**src/rthpc_map.vh**
```
`ifndef RTHPC_MAP_VH
`define RTHPC_MAP_VH

// Register byte offsets
`define RTHPC_OFF_CTRL 8'h00
`define RTHPC_OFF_TEMP 8'h04
`define RTHPC_OFF_HYST 8'h08
`define RTHPC_OFF_PI 8'h0C
`define RTHPC_OFF_PERIOD 8'h10
`define RTHPC_OFF_TXPER 8'h14
`define RTHPC_OFF_STATUS 8'h18
`define RTHPC_SP_BASE_HI 3'h1

// Control register fields
`define RTHPC_CTRL_PI 0
`define RTHPC_CTRL_COOL 1
`define RTHPC_CTRL_REV 2
`define RTHPC_CTRL_ALARM 3
`define RTHPC_CTRL_OPM_LO 4
`define RTHPC_CTRL_OPM_HI 5
`define RTHPC_CTRL_SPM_LO 6
`define RTHPC_CTRL_SPM_HI 7
`define RTHPC_CTRL_TERM_LO 8
`define RTHPC_CTRL_TERM_HI 9

// Setpoint management modes, operating modes, terminal types
`define RTHPC_SPM_SINGLE 2'h0
`define RTHPC_SPM_REL 2'h1
`define RTHPC_SPM_ABS 2'h2
`define RTHPC_OPM_COMFORT 2'h0
`define RTHPC_OPM_STBY 2'h1
`define RTHPC_OPM_ECO 2'h2
`define RTHPC_OPM_PROT 2'h3
`define RTHPC_TERM_RADIANT 2'h3

// Reset values
`define RTHPC_RST_CTRL 16'h0000
`define RTHPC_RST_TEMP 16'h07D0
`define RTHPC_RST_HYST 32'h0032_0032
`define RTHPC_RST_PI 16'h0410
`define RTHPC_RST_PERIOD 16'h0384
`define RTHPC_RST_TXPER 16'h0000
`define RTHPC_RST_SP_H0 16'h07D0
`define RTHPC_RST_SP_H1 16'h00C8
`define RTHPC_RST_SP_H2 16'h012C
`define RTHPC_RST_SP_H3 16'h0320
`define RTHPC_RST_SP_C0 16'h0A28
`define RTHPC_RST_SP_C1 16'h00C8
`define RTHPC_RST_SP_C2 16'h012C
`define RTHPC_RST_SP_C3 16'h0E10

// Bus answers and command values
`define RTHPC_RESP_OKAY 2'h0
`define RTHPC_RESP_SLVERR 2'h2
`define RTHPC_CMD_FULL 8'hFF
`define RTHPC_CMD_OFF 8'h00

// Timing: clock period and base tick, both in ns
`define RTHPC_CLK_PERIOD_NS 25
`define RTHPC_TICK_NS 1000000000

`endif

```
**src/rthpc_ctrl.v**
```verilog
`timescale 1ns/10ps
`default_nettype none
`include "rthpc_map.vh"

// Contract
// - Default heating: on below setpoint minus hysteresis
// - Default heating: off once setpoint reached
// - Default cooling: on above setpoint plus hysteresis
// - Default cooling: off below setpoint
// - Panel heating: on below setpoint, off at plus-hysteresis
// - Panel cooling: on above setpoint, off at minus-hysteresis
// - Separate heating and cooling hysteresis values
// - Default hysteresis below for heat, above cool
// - Reversed hysteresis only for radiant panel terminals
// - Eight setpoints, per mode and season, writable
// - PI: fixed period, on-time proportional to output
// - Setpoint change restarts period with recomputed output
// - Command sent on change or periodically
// - Single, relative or absolute setpoint management
// - Alarm forces command off and flags alarm
module rthpc_ctrl #(
  parameter [31:0] TICK_CYCLES = `RTHPC_TICK_NS / `RTHPC_CLK_PERIOD_NS
) (
  input wire aclk,
  input wire aresetn,
  input wire [31:0] awaddr,
  input wire awvalid,
  output reg awready,
  input wire [31:0] wdata,
  input wire [3:0] wstrb,
  input wire wvalid,
  output reg wready,
  output reg [1:0] bresp,
  output reg bvalid,
  input wire bready,
  input wire [31:0] araddr,
  input wire arvalid,
  output reg arready,
  output reg [31:0] rdata,
  output reg [1:0] rresp,
  output reg rvalid,
  input wire rready,
  input wire alarm_in,
  output reg valve_on,
  output reg alarm_out,
  output reg bus_command_object_valid,
  output reg [7:0] bus_command_object
);
  function [31:0] wmerge;
    input [31:0] old;
    input [31:0] data;
    input [3:0] strb;
    integer i;
    begin
      for (i = 0; i < 4; i = i + 1) begin
        wmerge[i*8 +: 8] = strb[i] ? data[i*8 +: 8] : old[i*8 +: 8];
      end
    end
  endfunction

  // Byte merge into a 16-bit register; the upper half is dropped on purpose
  function [15:0] wmerge16;
    input [15:0] old;
    input [31:0] data;
    input [3:0] strb;
    reg [31:0] full;
    begin
      full = wmerge({16'h0000, old}, data, strb);
      wmerge16 = full[15:0];
    end
  endfunction

  function mapped;
    input [31:0] addr;
    begin
      mapped = (addr[31:8] == 24'h00_0000) && (addr[1:0] == 2'h0) &&
               ((addr[7:5] == `RTHPC_SP_BASE_HI) || (addr[7:0] <= `RTHPC_OFF_STATUS));
    end
  endfunction

  // Clamp a signed sum into the 0..255 output range
  function [7:0] sat8;
    input signed [27:0] v;
    begin
      if (v[27]) begin
        sat8 = 8'h00;
      end else if (v > 28'sh00F_F) begin
        sat8 = 8'hFF;
      end else begin
        sat8 = v[7:0];
      end
    end
  endfunction

  // Sign-extend a 16-bit temperature to the 18-bit compare width
  function signed [17:0] ext18;
    input [15:0] v;
    begin
      ext18 = {{2{v[15]}}, v};
    end
  endfunction

  reg [15:0] ctrl_reg;
  reg [15:0] temp_reg;
  reg [31:0] hyst_reg;
  reg [15:0] pi_reg;
  reg [15:0] per_reg;
  reg [15:0] txp_reg;
  reg [15:0] sp_reg [0:7];
  reg aw_full_reg;
  reg w_full_reg;
  reg [31:0] awaddr_reg;
  reg [31:0] wdata_reg;
  reg [3:0] wstrb_reg;
  reg [31:0] tick_cnt_reg;
  reg tick_reg;
  reg [2:0] alarm_sync_reg;
  reg alarm_pin_reg;
  reg tp_state_reg;
  reg tp_state_next;
  reg [7:0] integ_reg;
  reg [17:0] sp_prev_reg;
  reg sp_chg_reg;
  reg [15:0] tx_cnt_reg;
  reg [7:0] sent_reg;
  reg [31:0] rd_mux;
  reg signed [17:0] sp_eff;
  reg signed [17:0] on_th;
  reg signed [17:0] off_th;
  integer k;

  wire aw_hs = awvalid & awready;
  wire w_hs = wvalid & wready;
  wire ar_hs = arvalid & arready;
  wire do_write = aw_full_reg & w_full_reg & ~bvalid;
  wire aw_full_next = (aw_full_reg | aw_hs) & ~do_write;
  wire w_full_next = (w_full_reg | w_hs) & ~do_write;
  wire rvalid_next = (rvalid & ~rready) | ar_hs;
  wire is_pi = ctrl_reg[`RTHPC_CTRL_PI];
  wire is_cool = ctrl_reg[`RTHPC_CTRL_COOL];
  wire [1:0] opm = ctrl_reg[`RTHPC_CTRL_OPM_HI:`RTHPC_CTRL_OPM_LO];
  wire [1:0] spm = ctrl_reg[`RTHPC_CTRL_SPM_HI:`RTHPC_CTRL_SPM_LO];
  wire radiant = ctrl_reg[`RTHPC_CTRL_TERM_HI:`RTHPC_CTRL_TERM_LO] == `RTHPC_TERM_RADIANT;
  wire rev = ctrl_reg[`RTHPC_CTRL_REV] & radiant;
  wire alarm = ctrl_reg[`RTHPC_CTRL_ALARM] | alarm_pin_reg;
  wire signed [17:0] t18 = ext18(temp_reg);
  wire signed [17:0] hh = ext18(hyst_reg[15:0]);
  wire signed [17:0] hc = ext18(hyst_reg[31:16]);
  wire signed [17:0] err = is_cool ? (t18 - sp_eff) : (sp_eff - t18);
  wire signed [26:0] p_prod = err * $signed({1'b0, pi_reg[7:0]});
  wire signed [26:0] i_prod = err * $signed({1'b0, pi_reg[15:8]});
  wire signed [27:0] p_term = {p_prod[26], p_prod >>> 6};
  wire signed [27:0] i_term = {i_prod[26], i_prod >>> 8};
  wire signed [27:0] integ_ext = {{20{1'b0}}, integ_reg};
  wire [7:0] cv = sat8(p_term + integ_ext);
  wire [7:0] pi_duty = alarm ? `RTHPC_CMD_OFF : cv;
  wire pwm_on;
  wire pwm_start;
  wire valve_next = alarm ? 1'b0 : (is_pi ? pwm_on : tp_state_next);
  wire [7:0] cmd_next = alarm ? `RTHPC_CMD_OFF : (is_pi ? pi_duty : (tp_state_next ? `RTHPC_CMD_FULL : `RTHPC_CMD_OFF));
  wire tx_due = (txp_reg != 16'h0000) && tick_reg && (tx_cnt_reg >= txp_reg - 16'h0001);

  // Effective setpoint from management mode and operating mode
  always @* begin
    sp_eff = ext18(sp_reg[{is_cool, opm}]);
    case (spm)
      `RTHPC_SPM_SINGLE: begin
        sp_eff = ext18(sp_reg[{is_cool, (opm == `RTHPC_OPM_PROT) ? `RTHPC_OPM_PROT : `RTHPC_OPM_COMFORT}]);
      end
      `RTHPC_SPM_REL: begin
        if (opm == `RTHPC_OPM_STBY || opm == `RTHPC_OPM_ECO) begin
          sp_eff = is_cool ? (ext18(sp_reg[{1'b1, `RTHPC_OPM_COMFORT}]) + ext18(sp_reg[{1'b1, opm}]))
                           : (ext18(sp_reg[{1'b0, `RTHPC_OPM_COMFORT}]) - ext18(sp_reg[{1'b0, opm}]));
        end
      end
      `RTHPC_SPM_ABS: begin
        sp_eff = ext18(sp_reg[{is_cool, opm}]);
      end
      default: begin
        sp_eff = ext18(sp_reg[{is_cool, `RTHPC_OPM_COMFORT}]);
      end
    endcase
  end

  // Two-point thresholds; default places hysteresis below heat, above cool
  always @* begin
    if (!is_cool) begin
      on_th = rev ? sp_eff : (sp_eff - hh);
      off_th = rev ? (sp_eff + hh) : sp_eff;
    end else begin
      on_th = rev ? sp_eff : (sp_eff + hc);
      off_th = rev ? (sp_eff - hc) : sp_eff;
    end
    tp_state_next = tp_state_reg;
    if (alarm) begin
      tp_state_next = 1'b0;
    end else if (!is_cool) begin
      if (t18 < on_th) begin
        tp_state_next = 1'b1;
      end else if (t18 >= off_th) begin
        tp_state_next = 1'b0;
      end
    end else begin
      if (t18 > on_th) begin
        tp_state_next = 1'b1;
      end else if (rev ? (t18 <= off_th) : (t18 < off_th)) begin
        tp_state_next = 1'b0;
      end
    end
  end

  // Read data mux; reserved bits read as zero
  always @* begin
    rd_mux = 32'h0000_0000;
    if (araddr[7:5] == `RTHPC_SP_BASE_HI) begin
      rd_mux = {16'h0000, sp_reg[araddr[4:2]]};
    end else begin
      case (araddr[7:0])
        `RTHPC_OFF_CTRL: rd_mux = {16'h0000, ctrl_reg};
        `RTHPC_OFF_TEMP: rd_mux = {16'h0000, temp_reg};
        `RTHPC_OFF_HYST: rd_mux = hyst_reg;
        `RTHPC_OFF_PI: rd_mux = {16'h0000, pi_reg};
        `RTHPC_OFF_PERIOD: rd_mux = {16'h0000, per_reg};
        `RTHPC_OFF_TXPER: rd_mux = {16'h0000, txp_reg};
        `RTHPC_OFF_STATUS: rd_mux = {sp_eff[15:0], cv, 5'h00, tp_state_reg, alarm_out, valve_on};
        default: rd_mux = 32'h0000_0000;
      endcase
    end
  end

  // AXI4-Lite slave; address and data are taken in either order
  always @(posedge aclk) begin
    if (!aresetn) begin
      awready <= 1'b0;
      wready <= 1'b0;
      bvalid <= 1'b0;
      bresp <= `RTHPC_RESP_OKAY;
      arready <= 1'b0;
      rvalid <= 1'b0;
      rdata <= 32'h0000_0000;
      rresp <= `RTHPC_RESP_OKAY;
      aw_full_reg <= 1'b0;
      w_full_reg <= 1'b0;
      awaddr_reg <= 32'h0000_0000;
      wdata_reg <= 32'h0000_0000;
      wstrb_reg <= 4'h0;
    end else begin
      aw_full_reg <= aw_full_next;
      w_full_reg <= w_full_next;
      awready <= ~aw_full_next;
      wready <= ~w_full_next;
      if (aw_hs) begin
        awaddr_reg <= awaddr;
      end
      if (w_hs) begin
        wdata_reg <= wdata;
        wstrb_reg <= wstrb;
      end
      if (do_write) begin
        bvalid <= 1'b1;
        bresp <= mapped(awaddr_reg) ? `RTHPC_RESP_OKAY : `RTHPC_RESP_SLVERR;
      end else if (bready) begin
        bvalid <= 1'b0;
      end
      rvalid <= rvalid_next;
      arready <= ~rvalid_next;
      if (ar_hs) begin
        rdata <= mapped(araddr) ? rd_mux : 32'h0000_0000;
        rresp <= mapped(araddr) ? `RTHPC_RESP_OKAY : `RTHPC_RESP_SLVERR;
      end
    end
  end

  // Register file writes; setpoints stay writable after configuration
  always @(posedge aclk) begin
    if (!aresetn) begin
      ctrl_reg <= `RTHPC_RST_CTRL;
      temp_reg <= `RTHPC_RST_TEMP;
      hyst_reg <= `RTHPC_RST_HYST;
      pi_reg <= `RTHPC_RST_PI;
      per_reg <= `RTHPC_RST_PERIOD;
      txp_reg <= `RTHPC_RST_TXPER;
      sp_reg[0] <= `RTHPC_RST_SP_H0;
      sp_reg[1] <= `RTHPC_RST_SP_H1;
      sp_reg[2] <= `RTHPC_RST_SP_H2;
      sp_reg[3] <= `RTHPC_RST_SP_H3;
      sp_reg[4] <= `RTHPC_RST_SP_C0;
      sp_reg[5] <= `RTHPC_RST_SP_C1;
      sp_reg[6] <= `RTHPC_RST_SP_C2;
      sp_reg[7] <= `RTHPC_RST_SP_C3;
    end else if (do_write && mapped(awaddr_reg)) begin
      if (awaddr_reg[7:5] == `RTHPC_SP_BASE_HI) begin
        sp_reg[awaddr_reg[4:2]] <= wmerge16(sp_reg[awaddr_reg[4:2]], wdata_reg, wstrb_reg);
      end else begin
        case (awaddr_reg[7:0])
          `RTHPC_OFF_CTRL: ctrl_reg <= wmerge16(ctrl_reg, wdata_reg, wstrb_reg);
          `RTHPC_OFF_TEMP: temp_reg <= wmerge16(temp_reg, wdata_reg, wstrb_reg);
          `RTHPC_OFF_HYST: hyst_reg <= wmerge(hyst_reg, wdata_reg, wstrb_reg);
          `RTHPC_OFF_PI: pi_reg <= wmerge16(pi_reg, wdata_reg, wstrb_reg);
          `RTHPC_OFF_PERIOD: per_reg <= wmerge16(per_reg, wdata_reg, wstrb_reg);
          `RTHPC_OFF_TXPER: txp_reg <= wmerge16(txp_reg, wdata_reg, wstrb_reg);
          default: ctrl_reg <= ctrl_reg;
        endcase
      end
    end
  end

  // Base tick, alarm pin filter and control state
  always @(posedge aclk) begin
    if (!aresetn) begin
      tick_cnt_reg <= 32'h0000_0000;
      tick_reg <= 1'b0;
      alarm_sync_reg <= 3'h0;
      alarm_pin_reg <= 1'b0;
      tp_state_reg <= 1'b0;
      integ_reg <= 8'h00;
      sp_prev_reg <= 18'h0_0000;
      sp_chg_reg <= 1'b0;
    end else begin
      tick_reg <= (tick_cnt_reg >= TICK_CYCLES - 32'h0000_0001);
      tick_cnt_reg <= (tick_cnt_reg >= TICK_CYCLES - 32'h0000_0001) ? 32'h0000_0000 : tick_cnt_reg + 32'h0000_0001;
      alarm_sync_reg <= {alarm_sync_reg[1:0], alarm_in};
      // Only a level both late stages agree on counts
      if (alarm_sync_reg[2] == alarm_sync_reg[1]) begin
        alarm_pin_reg <= alarm_sync_reg[2];
      end
      tp_state_reg <= tp_state_next;
      sp_prev_reg <= sp_eff;
      sp_chg_reg <= (sp_eff != sp_prev_reg);
      // Integral clamps to 0..255 so it cannot wind up while saturated
      if (alarm || !is_pi) begin
        integ_reg <= 8'h00;
      end else if (pwm_start) begin
        integ_reg <= sat8(integ_ext + i_term);
      end
    end
  end

  rthpc_pwm u_pwm (
    .aclk(aclk),
    .aresetn(aresetn),
    .tick(tick_reg),
    .restart(sp_chg_reg),
    .period_ticks(per_reg),
    .duty(pi_duty),
    .pwm_on(pwm_on),
    .start(pwm_start)
  );

  // Outputs and command object: sent when it changes or on the repeat timer
  always @(posedge aclk) begin
    if (!aresetn) begin
      valve_on <= 1'b0;
      alarm_out <= 1'b0;
      bus_command_object_valid <= 1'b0;
      bus_command_object <= `RTHPC_CMD_OFF;
      sent_reg <= `RTHPC_CMD_OFF;
      tx_cnt_reg <= 16'h0000;
    end else begin
      valve_on <= valve_next;
      alarm_out <= alarm;
      if (tx_due || !tick_reg || txp_reg == 16'h0000) begin
        tx_cnt_reg <= (tx_due || txp_reg == 16'h0000) ? 16'h0000 : tx_cnt_reg;
      end else begin
        tx_cnt_reg <= tx_cnt_reg + 16'h0001;
      end
      bus_command_object_valid <= (cmd_next != sent_reg) | tx_due;
      bus_command_object <= cmd_next;
      sent_reg <= cmd_next;
    end
  end
endmodule

`default_nettype wire

```
**src/rthpc_pwm.v**
```verilog
`timescale 1ns/10ps
`default_nettype none

// Period modulator: one cycle of period_ticks ticks, on for duty/255 of it
module rthpc_pwm (
  input wire aclk,
  input wire aresetn,
  input wire tick,
  input wire restart,
  input wire [15:0] period_ticks,
  input wire [7:0] duty,
  output reg pwm_on,
  output reg start
);
  reg [15:0] cnt_reg;
  reg [15:0] cnt_next;
  reg [7:0] duty_reg;
  reg [7:0] duty_next;
  reg start_now;

  // A restart aborts the running cycle and latches a fresh duty at once
  always @* begin
    start_now = restart | (tick & (cnt_reg >= period_ticks - 16'h0001));
    cnt_next = cnt_reg;
    duty_next = duty_reg;
    if (start_now) begin
      cnt_next = 16'h0000;
      duty_next = duty;
    end else if (tick) begin
      cnt_next = cnt_reg + 16'h0001;
    end
  end

  always @(posedge aclk) begin
    if (!aresetn) begin
      cnt_reg <= 16'h0000;
      duty_reg <= 8'h00;
      pwm_on <= 1'b0;
      start <= 1'b0;
    end else begin
      cnt_reg <= cnt_next;
      duty_reg <= duty_next;
      start <= start_now;
      // On-time proportional to duty; cross-multiply avoids a divider
      pwm_on <= ({8'h00, cnt_next} * 24'h00_00FF) < ({16'h0000, duty_next} * {8'h00, period_ticks});
    end
  end
endmodule

`default_nettype wire

```
**config.mk**
```make
export PLATFORM = sky130hd
export DESIGN_NAME = rthpc_ctrl
export DESIGN_NICKNAME = d
export VERILOG_FILES = /design/src/rthpc_ctrl.v /design/src/rthpc_pwm.v
export VERILOG_INCLUDE_DIRS = /design/src
export SDC_FILE = /design/constraint.sdc
export NUM_CORES = 2
export LEC_CHECK = 0
export BUFFER_PORTS_ARGS = -buffer_cell sky130_fd_sc_hd__buf_4
export CORE_MARGIN = 8
export CORE_UTILIZATION = 67
export CTS_CLUSTER_DIAMETER = 40
export DETAILED_ROUTE_END_ITERATION = 8
export HOLD_SLACK_MARGIN = 0.1
export PLACE_DENSITY = 0.85
export SYNTH_ARGS = -nofsm -noshare
export SYNTH_HDL_FRONTEND = slang
export SYNTH_SLANG_ARGS = --single-unit
```
**constraint.sdc**
```tcl
create_clock -name aclk -period 36.7 [get_ports aclk]
set_input_delay 3.67 -clock aclk [delete_from_list [all_inputs] [get_ports aclk]]
set_output_delay 3.67 -clock aclk [all_outputs]
set_load 0.05 [all_outputs]
```
Yosys cells after proc, flatten, opt, wreduce, memory -nomap -nowiden
Memories as Yosys holds them, arrays and structs flattened. A register that Yosys moved wholly into a read port is not among the register bits.
Index checks and enable logic that the tools add are counted.

word-level totals
  word-level logic and storage cells = 229
  memories = 1
  bits in writable memories = 128
  register bits after elaboration = 341
  bits of input ports = 108

memories
  memory  words  bits a word  read ports  clocked after memory_dff  wr ports  line              source
  sp_reg  8      16           8           4                         8         rthpc_ctrl.v:109  reg [15:0] sp_reg [0:7];

operators by class
  eq/ne operators = 25
  bitwise gates (word level) = 24
  $add $sub $neg = 15
  multiplexer cells = 57
  reduce and logical (&&, ||, !) cells = 46
  $mul = 4
  order comparisons = 13

operators with widths
  cell                   count
  $pmux 32 s7            1
  $mux 18                9
  $mux 8                 11
  $mux 16                5
  $mux 32                2
  $reduce_and 4->1       14
  $mul 18x9->27          2
  $pmux 18 s3            1
  $sub 18x16->18         3
  $logic_not 24->1       2
  $eq 8x5->1 const B     5
  $add 18x16->18         2
  $lt 16x18->1           2
  $add 16x1->16 const B  2
  $add 32x1->32 const B  1
  $eq 8x4->1 const B     4
  $ge 16x16->1           2
  $ge 32x26->1 const B   1
  $sub 16x1->16 const B  2
  $mux 3                 9
  $lt 24x24->1           1
  $mul 16x8->24 const B  1
  $mul 8x16->24          1
  $add 21x9->22          1
  35 further kinds       100

Logic depth before layout (Yosys ltp)
An unclocked memory read counts as a cell.

  depth after elaboration = 19
  mapped depth = 89
  depth with buffers taken out = 82

Modules after synthesis
From an unflattened synthesis, not the netlist that was laid out.

second synthesis, totals
  cells, all modules = 5763
  area total of the unflattened synthesis = 49849.1 µm²

by module, submodules not included
  module      area an instance (µm²)  cells an instance  instances
  rthpc_ctrl  40498.8                 4709               1
  rthpc_pwm   9350.2                  1054               1

Worst setup path after synthesis
OpenSTA, ideal clock, no wires.

  path type = register -> register
  from = reg with a tool-made name
  to = reg u_pwm.pwm_on
  required time = 36.581 ns
  arrival time = 18.271 ns
  cell stages (with the launch flop) = 85
  path slack = 18.310 ns
  path buffers = 8
  setup time = 0.119 ns
  cells stage by stage = dfxtp_1 > clkbuf_1 > clkbuf_1 > buf_1 > mux4_2 > ha_1 > a21o_1 > a21oi_1 > o21bai_1 > a2111oi_0 > or3_1 > a311o_1 > o211ai_1 > a22oi_1 > ha_1 > clkbuf_1 > a21o_1 > a21oi_1 > (+49 left out) > nor2b_1 > o21a_1 > o21ai_0 > a211oi_1 > nor3_1 > o41ai_1 > a21oi_1 > xnor2_1 > ha_1 > nand4_1 > or2_2 > nor3_1 > nor3b_1 > o31ai_1 > nand4b_1 > a21oi_1 > o221ai_1 > nor2_1

RTL lines
  element                 line            source
  end signal: assignment  rthpc_pwm.v:45  pwm_on <= ({8'h00, cnt_next} * 24'h00_00FF) < ({16'h0000, duty_next} * {8'h00, period_ticks});
  end: declaration        rthpc_pwm.v:12  output reg pwm_on,

==> run_results.csv <==
group,metric,value,unit
run_status,outcome,"completed",
logic_synthesis,netlist_area,48770,um^2
detailed_routing,antenna_left,0,
clocking,cts.clk_slew.worst_paths,60,ps
clocking,cts.path.max_buffers,3,
floorplan,rows,99,
timing,rsz0062_at_grt,"false",
timing,max_slew_margin,0.1494,
layout,syn2layout_area_growth,9.008,%
power_and_ir_drop,peakVddDrop,0.00004632,V
timing,fin_crit,19620,ps
floorplan,fp.dieH,285.8,um
clocking,post_cts_resize_count,0,
global_routing,grt_antenna_before_repair,2,
worst_setup_path,arrival,20120,ps
worst_setup_path,path_class,"reg -> reg",
worst_setup_path,cp-end-kind,"register",
floorplan,die_w,285.8,um
worst_hold_path,min_from,"ctrl_reg[15]$_SDFFE_PN0P_",
detailed_routing,drt_iter0_drc,4036,
timing,slew_violations,0,
place,port_buffers,157,
layout,utilization,0.7336,
clocking,cts_max_level,3,
worst_setup_path,reg2reg_depth,82,
worst_hold_path,hold_path.class,"reg -> reg",
worst_setup_path,required,37200,ps
power_and_ir_drop,p_seq_frac,0.366,
power_and_ir_drop,p_per_area,28.86,nW/um^2
logic_synthesis,synth_warnings,0,
global_routing,grt_pass1_vias,41729,
worst_setup_path,reg2reg_slack,17090,ps
power_and_ir_drop,switching_power,458.3,uW
clocking,cts_tree,"done",
logic_synthesis,netlist-cell-type-count,97,
logic_synthesis,syn_inst,5651,
layout,n_fill_cell,5271,
layout,instances_no_fill,6701,
detailed_routing,wl_per_cell,21.35,um
detailed_routing,first_pass_iters,8,
clocking,root_buffer,"clkbuf_16",
global_routing,grt_pass1_wl,225500,um
logic_synthesis,synth_ff_type,"dfxtp_1",
global_routing,grt_usage,0.3423,
worst_setup_path,cpMaxStageDelayCell,"a2111oi_0",
layout,largest_reg_flops,128,
detailed_routing,wl,143100,um
floorplan,initial_core_util,0.6730,
floorplan,die_area,81670,um^2
layout,drive_above_1_share,0.08904,
timing,setup_violations,0,
logic_synthesis,ys_ff_latch,469,
global_routing,grt.overflow.total,0,
timing,finClkSkew,46.89,ps
worst_hold_path,min_path_cells,2,
clocking,clkLatencyLatePin,650,ps
timing,setup_tns,0,ps
clocking,clkSinkCount,469,
power_and_ir_drop,clock_power_share,0.456,
logic_synthesis,synth_edf_count,128,
logic_synthesis,ys_seq_area_frac,0.2188,
layout,nets,6615,
floorplan,coreArea,72460,um^2
power_and_ir_drop,p_comb_frac,0.178,
power_and_ir_drop,p_sw_frac,0.2987,
global_routing,grt_max_degree,101,
logic_synthesis,synth_top_cell_by_area,"fa_1",
power_and_ir_drop,p_int,1076,uW
clocking,post-cts-setup-buffer-count,0,
power_and_ir_drop,p_leak,0.02374,uW
worst_hold_path,holdPathEnd,"ctrl_reg[15]$_SDFFE_PN0P_",
worst_setup_path,path_buf_inv,14,
timing,hold_viol_final,0,
timing,tightest_slew,1263,ps
floorplan,pin_count,160,
place,post-place-cells,6571,
worst_setup_path,start_kind,"register",
worst_setup_path,r2r-end,"u_pwm.pwm_on$_SDFF_PN0_",
clocking,cts-buffers-inserted,69,
logic_synthesis,synthTopCellsByArea,"fa_1 (16%), dfxtp_1 (14%), ha_1 (11%)",
worst_setup_path,cp_common_cell,"inv_1",
flow_run,maxCapViolCount,0,
detailed_routing,drc,0,
logic_synthesis,synth_top_area_frac,0.1564,
detailed_routing,vias,42132,
clocking,cts_hold_buf,0,
power_and_ir_drop,design_power_total,1534,uW
place,dpl.hpwl,108400,um
worst_setup_path,cp.depth,82,
worst_setup_path,crit_family,"compound AO/OA/AOI/OAI gates",
logic_synthesis,async_reset_ff_frac,0,
detailed_routing,viasPerCell,6.287,
timing,fmax,50.98,MHz
worst_setup_path,worstPathMaxFanout,32,
logic_synthesis,avgSynthCellArea,8.630,um^2
place,gp_congestion,1.002,
worst_setup_path,slowest_delay,730,ps
timing,finalCritPeriodShare,0.5345,
layout by cell type, fill, tap and decap left out, drive strengths merged, types with 82 or more instances in the layout:
| cell | netlist | layout |
|---|---|---|
| ha | 443 | 443 |
| inv | 641 | 651 |
| dfxtp | 341 | 341 |
| and2 | 357 | 357 |
| a21o | 97 | 97 |
| o21ai | 199 | 199 |
| clkbuf | 236 | 83 |
| xor2 | 111 | 111 |
| fa | 381 | 381 |
| nand3 | 88 | 88 |
| nor2 | 355 | 355 |
| mux4 | 82 | 82 |
| buf | 39 | 229 |
| nor3 | 88 | 88 |
| edfxtp | 128 | 128 |
| a21oi | 391 | 391 |
| xnor2 | 172 | 172 |
| nand2 | 669 | 669 |
cells in the mapped netlist (all sizes together) (21+ instances only):
| master | number |
|---|---|
| nand2 | 669 |
| inv | 641 |
| ha | 443 |
| a21oi | 391 |
| fa | 381 |
| and2 | 357 |
| nor2 | 355 |
| dfxtp | 341 |
| clkbuf | 236 |
| o21ai | 199 |
| xnor2 | 172 |
| edfxtp | 128 |
| xor2 | 111 |
| a21o | 97 |
| nand3 | 88 |
| nor3 | 88 |
| mux4 | 82 |
| mux2i | 67 |
| a22oi | 54 |
| nor2b | 53 |
| o211ai | 53 |
| nand2b | 48 |
| or3 | 47 |
| buf | 39 |
| nor4 | 39 |
| nand4 | 36 |
| a31oi | 34 |
| and3 | 33 |
| o21bai | 32 |
| a211oi | 28 |
| o21a | 28 |
| mux2 | 25 |
| a221oi | 24 |
| or2 | 21 |
routing by layer:
layer	routed length, um	vias up	part of all wire	global-route usage
li1	-	19157	-	-
met5	15	-	0.00010	0
met3	15800	473	0.11	0.08529
met1	54830	20374	0.38	0.4408
met4	7230	2	0.051	0.1602
met2	65180	2126	0.46	0.5417
kinds of logic (layout without fill, tap and decap cells):
| group | count (synthesis) | count (layout) | share of synthesized area |
|---|---|---|---|
| AND/OR/NAND/NOR | 1888 | 1888 | 0.1879 |
| AO/OA/AOI/OAI | 1092 | 1092 | 0.1421 |
| buffers and inverters | 920 | 1001 | 0.07246 |
| flip-flops | 469 | 469 | 0.2188 |
| XOR/XNOR | 283 | 283 | 0.05083 |
| adder cells (fa/ha/maj) | 824 | 824 | 0.2701 |
| multiplexers | 174 | 174 | 0.05781 |
| other | 1 | 11 | 0.00007690 |
power by group through the flow:
stage,Clock [uW],Sequential [uW],Combinational [uW]
2_1_floorplan,0,564,192
3_3_place_gp,0,569,260
3_5_place_dp,0,570,267
4_1_cts,703,559,270
5_1_grt,727,561,301
6_report,700,561,273
worst register-to-register path: cells and delay by family (launching register included):
kind,cells,cell delay [ps]
AO/OA/AOI/OAI,30,6450
adder cells (fa/ha/maj),13,5740
AND/OR/NAND/NOR,21,4230
buffers and inverters,14,1620
multiplexers,1,650
XOR/XNOR,3,480
flip-flops,1,310
worst max-delay path by stage:
stage | from | to | slack [ps]
2_1_floorplan | register | u_pwm.pwm_on$_SDFF_PN0_ | 18310
3_3_place_gp | register | u_pwm.pwm_on$_SDFF_PN0_ | 17870
3_5_place_dp | register | u_pwm.pwm_on$_SDFF_PN0_ | 17400
4_1_cts | register | u_pwm.pwm_on$_SDFF_PN0_ | 17230
5_1_grt | register | u_pwm.pwm_on$_SDFF_PN0_ | 15770
6_report | register | u_pwm.pwm_on$_SDFF_PN0_ | 17090
final cells by class:
class | instances | area [um^2] | area share
Antenna cell | 3 | 7.507 | 0.0001412
Clock buffer | 83 | 1833 | 0.03448
Clock inverter | 44 | 651.9 | 0.01226
Inverter | 645 | 2429 | 0.04569
Multi-Input combinational cell | 4269 | 34640 | 0.6517
Sequential cell | 469 | 10680 | 0.2008
Tap cell | 959 | 1200 | 0.02257
Timing Repair Buffer | 229 | 1719 | 0.03234
through the flow:
step | hold slack (ps) | setup slack (ps) | cell area [um^2]
after floorplan | 411.9 | 18310 | 48790
after global placement | 438.5 | 17870 | 50670
after detailed placement | 445.2 | 17400 | 50670
after CTS | 451.5 | 17230 | 53150
after global routing | 468.7 | 15770 | 53150
final | 450.6 | 17090 | 53160
Power figures use the tool's default switching activity.
